`config.mk`:
```
export PLATFORM = sky130hd
export DESIGN_NAME = rid_decoder
export DESIGN_NICKNAME = d
export VERILOG_FILES = /design/src/rtl/rid_pkg.sv /design/src/rtl/rid_decoder.sv
export SDC_FILE = /design/constraint.sdc
export NUM_CORES = 1
export LEC_CHECK = 0
export BUFFER_PORTS_ARGS = -buffer_cell sky130_fd_sc_hd__clkbuf_2
export CAP_MARGIN = 20
export CORE_AREA = 5 5 234 236
export DETAILED_ROUTE_END_ITERATION = 10
export DIE_AREA = 0 0 239 241
export HOLD_SLACK_MARGIN = 0.1
export PLACE_DENSITY_LB_ADDON = 0.05
export SYNTH_ARGS = -nofsm -noshare
export SYNTH_HDL_FRONTEND = slang
export SYNTH_SLANG_ARGS = --single-unit
export TNS_END_PERCENT = 1
```
`constraint.sdc`:
```
create_clock -name clk_sys_i -period 12.15 [get_ports clk_sys_i]
set_clock_uncertainty 0.15 [all_clocks]
set_input_delay 1.215 -clock clk_sys_i [delete_from_list [all_inputs] [get_ports clk_sys_i]]
set_output_delay 1.215 -clock clk_sys_i [all_outputs]
set_load 0.01 [all_outputs]
```
`src/rtl/rid_pkg.sv`:
```
// package: constants and types for the instruction format decoder
// Functional notes
// - 32-bit word, 6-bit major code at 31:26
// - memory: major, two selectors, 16-bit offset
// - address is base plus sign-extended offset
// - high-address load scales offset by 65536
// - function memory: 16-bit function replaces offset
// - jump group offset is only a hint
// - branch: major, one selector, 21-bit displacement
// - branch target: pointer plus displacement times four
// - integer operate: 7-bit function, three selectors
// - listed majors trap on unused function codes
// - first source selector 31 gives zero
// - bit 12 set selects zero-extended 8-bit literal
// - second register selector 31 gives zero
// - float operate: 11-bit function, three selectors
// - float selector 31 supplies zero
// - float operate never uses a literal
// - privileged call: 26-bit function field
// - all-zero major and function means halt
// - zero-register results discarded except unconditional transfers and privileged calls
package rid_pkg;
  // ----------------------------------------
  // field positions
  // ----------------------------------------
  localparam int unsigned RID_MAJ_HI = 31;
  localparam int unsigned RID_MAJ_LO = 26;
  localparam int unsigned RID_A_LO = 21;
  localparam int unsigned RID_B_LO = 16;
  localparam int unsigned RID_LIT_BIT = 12;
  localparam int unsigned RID_LIT_LO = 13;
  localparam int unsigned RID_IFUNC_LO = 5;
  localparam int unsigned RID_FFUNC_LO = 5;
  localparam logic [4:0] RID_ZERO_SEL = 5'h1F;
  localparam int unsigned RID_HIGH_SHIFT = 16;
  // ----------------------------------------
  // major codes
  // ----------------------------------------
  localparam logic [5:0] RID_OP_PRIV = 6'h00;
  localparam logic [5:0] RID_OP_ADDR_HIGH = 6'h09;
  localparam logic [5:0] RID_OP_FUNC_MEM = 6'h18;
  localparam logic [5:0] RID_OP_JUMP = 6'h1A;
  localparam logic [5:0] RID_OP_BR = 6'h30;
  localparam logic [5:0] RID_OP_BSR = 6'h34;
  localparam logic [5:0] RID_OP_IOP_LO = 6'h10;
  localparam logic [5:0] RID_OP_IOP_HI = 6'h13;
  localparam logic [5:0] RID_OP_FOP_LO = 6'h14;
  localparam logic [5:0] RID_OP_FOP_HI = 6'h17;
  localparam logic [5:0] RID_OP_BRANCH_LO = 6'h30;
  // majors whose unused function codes trap, one bit per code
  localparam logic [63:0] RID_TRAP_MAJORS = 64'h0000_0000_FA10_74FE;
  // ----------------------------------------
  // types
  // ----------------------------------------
  typedef enum logic [2:0] {
    RID_FMT_MEM,
    RID_FMT_MEMFN,
    RID_FMT_BRANCH,
    RID_FMT_IOP,
    RID_FMT_FOP,
    RID_FMT_PRIV
  } rid_fmt_t;
  typedef struct packed {
    logic valid;
    rid_fmt_t fmt;
    logic [5:0] major;
    logic [4:0] sel_a;
    logic [4:0] sel_b;
    logic [4:0] sel_dest;
    logic [25:0] func;
    logic lit_used;
    logic halt;
    logic illegal;
    logic wb_discard;
  } rid_dec_t;
  typedef struct packed {
    logic [63:0] int_a;
    logic [63:0] int_b;
    logic [63:0] fp_a;
    logic [63:0] fp_b;
  } rid_regval_t;
  typedef struct packed {
    logic [63:0] src_a;
    logic [63:0] src_b;
    logic [63:0] vaddr;
  } rid_val_t;
endpackage : rid_pkg

```
`src/rtl/rid_decoder.sv`:
```
// module: registered instruction format decoder
`timescale 1ns/1ps
module rid_decoder (
  input wire logic clk_sys_i,
  input wire logic rst_n_i,
  input wire logic ce_i,
  input wire logic word_valid_i,
  input wire logic [31:0] word_i,
  input wire logic [63:0] instruction_pointer_i,
  input wire logic func_defined_i,
  input wire rid_pkg::rid_regval_t regval_i,
  output rid_pkg::rid_dec_t dec_o,
  output rid_pkg::rid_val_t val_o
);
  import rid_pkg::*;

  // ----------------------------------------
  // field extraction
  // ----------------------------------------
  wire logic [5:0] major_w = word_i[RID_MAJ_HI:RID_MAJ_LO];
  wire logic [4:0] sel_a_w = word_i[RID_A_LO+4:RID_A_LO];
  wire logic [4:0] sel_b_w = word_i[RID_B_LO+4:RID_B_LO];
  wire logic [4:0] sel_c_w = word_i[4:0];
  wire logic [15:0] disp16_w = word_i[15:0];
  wire logic [20:0] disp21_w = word_i[20:0];
  wire logic [6:0] ifunc_w = word_i[RID_IFUNC_LO+6:RID_IFUNC_LO];
  wire logic [10:0] ffunc_w = word_i[RID_FFUNC_LO+10:RID_FFUNC_LO];
  wire logic [25:0] pfunc_w = word_i[25:0];
  wire logic [7:0] lit_w = word_i[RID_LIT_LO+7:RID_LIT_LO];
  wire logic lit_bit_w = word_i[RID_LIT_BIT];

  // ----------------------------------------
  // format classification
  // ----------------------------------------
  wire logic trap_major_w = RID_TRAP_MAJORS[major_w];
  wire logic is_priv_w = (major_w == RID_OP_PRIV);
  wire logic is_fop_w = (major_w >= RID_OP_FOP_LO) && (major_w <= RID_OP_FOP_HI);
  wire logic is_iop_w = ((major_w >= RID_OP_IOP_LO) && (major_w <= RID_OP_IOP_HI)) || (trap_major_w && !is_fop_w);
  wire logic is_memfn_w = (major_w == RID_OP_FUNC_MEM);
  wire logic is_branch_w = (major_w >= RID_OP_BRANCH_LO);
  wire logic is_jump_w = (major_w == RID_OP_JUMP);
  rid_fmt_t fmt_w;
  assign fmt_w = is_priv_w ? RID_FMT_PRIV :
                 is_fop_w ? RID_FMT_FOP :
                 is_iop_w ? RID_FMT_IOP :
                 is_branch_w ? RID_FMT_BRANCH :
                 is_memfn_w ? RID_FMT_MEMFN : RID_FMT_MEM;

  // ----------------------------------------
  // source operand values
  // ----------------------------------------
  wire logic a_zero_w = (sel_a_w == RID_ZERO_SEL);
  wire logic b_zero_w = (sel_b_w == RID_ZERO_SEL);
  wire logic [63:0] int_a_w = a_zero_w ? 64'h0 : regval_i.int_a;
  wire logic [63:0] int_b_reg_w = b_zero_w ? 64'h0 : regval_i.int_b;
  wire logic lit_used_w = is_iop_w && lit_bit_w;
  wire logic [63:0] int_b_w = lit_used_w ? {56'h0, lit_w} : int_b_reg_w;
  wire logic [63:0] fp_a_w = a_zero_w ? 64'h0 : regval_i.fp_a;
  wire logic [63:0] fp_b_w = b_zero_w ? 64'h0 : regval_i.fp_b;
  wire logic [63:0] src_a_w = is_fop_w ? fp_a_w : int_a_w;
  wire logic [63:0] src_b_w = is_fop_w ? fp_b_w : int_b_w;

  // ----------------------------------------
  // address formation
  // ----------------------------------------
  wire logic [63:0] off_w = {{48{disp16_w[15]}}, disp16_w};
  wire logic [63:0] off_high_w = off_w << RID_HIGH_SHIFT;
  wire logic [63:0] mem_addr_w = int_b_reg_w + ((major_w == RID_OP_ADDR_HIGH) ? off_high_w : off_w);
  wire logic [63:0] jump_addr_w = {int_b_reg_w[63:2], 2'b00};
  wire logic [63:0] br_off_w = {{41{disp21_w[20]}}, disp21_w, 2'b00};
  wire logic [63:0] br_addr_w = instruction_pointer_i + br_off_w;
  wire logic [63:0] addr_w = is_branch_w ? br_addr_w : is_jump_w ? jump_addr_w : mem_addr_w;

  // ----------------------------------------
  // function code, destination, exceptions
  // ----------------------------------------
  wire logic [25:0] func_w = is_priv_w ? pfunc_w :
                             is_fop_w ? {15'h0, ffunc_w} :
                             is_iop_w ? {19'h0, ifunc_w} :
                             (is_memfn_w || is_jump_w) ? {10'h0, disp16_w} : 26'h0;
  wire logic [4:0] dest_w = (is_iop_w || is_fop_w) ? sel_c_w : sel_a_w;
  wire logic uncond_w = is_jump_w || (major_w == RID_OP_BR) || (major_w == RID_OP_BSR);
  wire logic discard_w = !is_priv_w && (dest_w == RID_ZERO_SEL) && !uncond_w;
  wire logic illegal_w = trap_major_w && (is_iop_w || is_fop_w) && !func_defined_i;
  wire logic halt_w = is_priv_w && (pfunc_w == 26'h0);
  // function-memory words cannot raise privilege: no path widens access

  rid_dec_t dec_nxt;
  rid_val_t val_nxt;
  assign dec_nxt = '{
    valid: word_valid_i,
    fmt: fmt_w,
    major: major_w,
    sel_a: sel_a_w,
    sel_b: sel_b_w,
    sel_dest: dest_w,
    func: func_w,
    lit_used: lit_used_w,
    halt: halt_w,
    illegal: illegal_w,
    wb_discard: discard_w
  };
  assign val_nxt = '{
    src_a: src_a_w,
    src_b: src_b_w,
    vaddr: addr_w
  };

  // ----------------------------------------
  // output register
  // ----------------------------------------
  rid_dec_t dec_r;
  rid_val_t val_r;
  always_ff @(posedge clk_sys_i) begin
    if (!rst_n_i) begin
      dec_r <= '0;
    end else if (ce_i) begin
      dec_r <= dec_nxt;
    end
  end

  always_ff @(posedge clk_sys_i) begin
    if (!rst_n_i) begin
      val_r <= '0;
    end else if (ce_i) begin
      val_r <= val_nxt;
    end
  end
  assign dec_o = dec_r;
  assign val_o = val_r;
endmodule : rid_decoder

```
==> metrics.cfg <==
[global_routing]
track_usage_pct=30.75
grt_start_max_net_pins=93
global_route_wire_length_before_repair_um=137100
initial_antenna_violation_count=11
first_global_vias=21439
globalRouteOverflowTotal=0

[timing]
timing.final.hold_violations=0
post-route-min-period_ps=6372
fin_ws_ps=5778
max_slew_headroom_at_the_worst_pin_pct=25.12
totalNegativeSetupSlack_ps=0
grt_setup_unrepaired=false
max_clock_freq_mhz=156.9
timing.final.crit_share_pct=52.44
tightestPinTransition_ps=1119
maxSlewViolCount=0
final_count_of_negative_setup_slack_endpoints=0

[yosys]
synth.largest_area_cell=sky130_fd_sc_hd__dfxtp_1
yosysTopAreaCellShare_pct=25.45
top_ff_cell_synth=sky130_fd_sc_hd__dfxtp_1
yosys_warnings=0
postSynthCellCount=2789
synth-edff-count=0
ys_async_sr_fraction_pct=0
ys_seq_elements=247
ys_top_cells_by_area=sky130_fd_sc_hd__dfxtp_1 (25%), sky130_fd_sc_hd__a21oi_1 (12%), sky130_fd_sc_hd__ha_1 (7.7%)
synth_nets=3268
synth.distinct_cells=80
avgSynthCellArea_sq_um=6.966
netlist_area_sq_mm=0.01943
seq_area_frac_synth_pct=25.45

[finish]
leading_cell_types_in_the_layout_fill_and_taps_excluded=sky130_fd_sc_hd__clkbuf_2 (602), sky130_fd_sc_hd__a21oi_1 (482), sky130_fd_sc_hd__nand2_1 (374), sky130_fd_sc_hd__nor2_1 (298), sky130_fd_sc_hd__dfxtp_1 (247)
syn_to_final_growth_pct=23.07
final_net_count=3732
final_layout_size_suffix_gt1_share_pct=21.85
layout_commonest_cell=sky130_fd_sc_hd__clkbuf_2

[cts]
cts_inserted_buffers=31
tritoncts=built
cts.htree.levels=1
cts_sinks=247
clock-root-buffer=sky130_fd_sc_hd__clkbuf_16
cts_max_path_buffers=3
post_cts.resized_instances=0
post-cts-setup-buffer-count=0
cts_hold_buf=0
clock_transition_at_the_registers_of_the_reported_paths_ps=60
insertion_delay_ps=590

[routing]
routed_via_density=5.771
route.antenna.remaining_nets=0
remaining_drc_errors=0
drtIter0Drc=2193
routed_wl_um=95420
detail_route.wl_per_cell_um=24.03
number_of_detailed_route_iterations_in_the_first_pass=5
routed-via-count=22917

[placement]
io_buffers=603
place.detailed.hpwl_um=73360
globalplace.congestion=0.9860
place_ws_ps=5265

[setup_path]
critPathTopFamily=compound AO/OA/AOI/OAI gates
critPathMaxStageDelay_ps=650
worst-path-buf-inv=4
crit_path_category=in2reg
setup_crit_end_kind=flop
setup.worst_path.start_class=primary input
crit_required_ps=12470
cp_data_arrival_time_ps=6690
worst_reg_to_reg_setup_slack_ps=10970
timing.critical_path.slowest_stage_cell=sky130_fd_sc_hd__a2111oi_0
timing.critical_path.cells=clkbuf_2 > buf_4 > and3_1 > nand2_2 > buf_4 > and2_1 > ha_1 > inv_1 > fa_1 > nor2b_1 > o2111ai_1 > a2111oi_0 > o211ai_1 > a21oi_1 > o211ai_1 > a211o_1 > a31oi_1 > a41oi_1 > xnor2_1 > a221oi_1 > o21ai_0
critPathMaxFanout=63

[flow_run]
cap_viol_max_count=0

[pwr]
power.density_cell_area_mw_per_mm2=119.8
power.leakage_nw=11.06
peakVddDrop_mv=0.1094

[floorplan]
core.rowCount=84
io_pins=604
die_width_um=239
design.core.area_sq_mm=0.05224
dieArea_sq_mm=0.05760
dieHeight_um=241
start_util_pct=37.19

[hold_path]
hold_path.class=reg2reg

[run_status]
outcome=finished clean

-- synthesized netlist by cell type, types with 14 or more instances --
| library cell | number |
|---|---|
| sky130_fd_sc_hd__o21ai_0 | 118 |
| sky130_fd_sc_hd__nand3_1 | 122 |
| sky130_fd_sc_hd__a31oi_1 | 21 |
| sky130_fd_sc_hd__nor2_1 | 298 |
| sky130_fd_sc_hd__nand2b_1 | 17 |
| sky130_fd_sc_hd__and3_1 | 19 |
| sky130_fd_sc_hd__xor2_1 | 38 |
| sky130_fd_sc_hd__o221ai_1 | 14 |
| sky130_fd_sc_hd__o31ai_1 | 14 |
| sky130_fd_sc_hd__dfxtp_1 | 247 |
| sky130_fd_sc_hd__a211oi_1 | 39 |
| sky130_fd_sc_hd__nor3_1 | 39 |
| sky130_fd_sc_hd__nand2_1 | 378 |
| sky130_fd_sc_hd__a21o_1 | 88 |
| sky130_fd_sc_hd__inv_1 | 58 |
| sky130_fd_sc_hd__o21bai_1 | 27 |
| sky130_fd_sc_hd__buf_1 | 14 |
| sky130_fd_sc_hd__a21oi_1 | 482 |
| sky130_fd_sc_hd__clkbuf_1 | 180 |
| sky130_fd_sc_hd__mux2i_1 | 25 |
| sky130_fd_sc_hd__nor2b_1 | 18 |
| sky130_fd_sc_hd__o211ai_1 | 31 |
| sky130_fd_sc_hd__a221oi_1 | 21 |
| sky130_fd_sc_hd__nor4_1 | 17 |
| sky130_fd_sc_hd__o21a_1 | 16 |
| sky130_fd_sc_hd__nand4_1 | 25 |
| sky130_fd_sc_hd__ha_1 | 120 |
| sky130_fd_sc_hd__xnor2_1 | 73 |
| sky130_fd_sc_hd__and2_1 | 70 |
-- layout make-up --
class / instances / area (sq um)
Antenna cell: 6 / 15.01
Clock buffer: 38 / 842.1
Clock inverter: 19 / 261.5
Fill cell: 5484 / 28320
Inverter: 59 / 231.5
Multi-Input combinational cell: 2285 / 13540
Sequential cell: 247 / 4945
Tap cell: 688 / 860.8
Timing Repair Buffer: 629 / 3216
-- layer usage --
layer / GRT usage [%] / up-vias / part of all wire, %
met3: 8.616 / 168 / 9.6
met5: 0 / - / 0.032
li1: - / 10948 / -
met4: 10.91 / 6 / 3.8
met1: 41.59 / 10768 / 43
met2: 47.22 / 1027 / 44
-- report_power, final --
part	internal, mW	switching (mW)	leakage [nW]
registers	0.869	0.0410	2.04
clock network	0.618	0.405	0.532
logic	0.349	0.582	8.49
-- worst min-delay path, stage by stage (launching register included) --
cell and delay [ps]:
sky130_fd_sc_hd__dfxtp_1 300, sky130_fd_sc_hd__nand2_1 60, sky130_fd_sc_hd__a21oi_1 50
-- state kept, by name (all words and copies together) (netlist names) --
| name | cells |
|---|---|
| dec_o | 55 |
| val_o | 192 |
-- cell families after synthesis --
kind of cell    count (synthesis)  share of synthesized area, %
compound gates                980                         30.90
mux                            26                         1.346
xor+xnor                      111                         5.004
buf+inv                       257                         5.055
flops                         247                         25.45
simple gates                 1046                         24.31
fa+ha+maj                     122                         7.934
-- final timing paths --
path / startpoint / endpoint / cells after the start
worst max-delay path: word_i[20] / val_o[40]$_SDFFE_PN0P_ / 21
worst min-delay path: dec_o[52]$_SDFFE_PN0P_ / dec_o[52]$_SDFFE_PN0P_ / 2
worst max register to register: val_o[55]$_SDFFE_PN0P_ / val_o[55]$_SDFFE_PN0P_ / 4
worst min register to register: dec_o[52]$_SDFFE_PN0P_ / dec_o[52]$_SDFFE_PN0P_ / 2
-- metrics by stage --
step / total power, mW / utilization [%] / hold WS (ps) / cell area, sq um / cells
6_report: 2.864 / 45.78 / 314.7 / 23910 / 3971
5_1_grt: 2.993 / 45.77 / 335.0 / 23910 / 3970
4_1_cts: 2.866 / 45.75 / 315.6 / 23900 / 3965
3_5_place_dp: 1.838 / 43.64 / 306.6 / 22790 / 3908
3_3_place_gp: 1.836 / 43.62 / 300.7 / 22790 / 3907
2_1_floorplan: 1.482 / - / 316.6 / 19430 / 2789
Power figures use the tool's default switching activity.
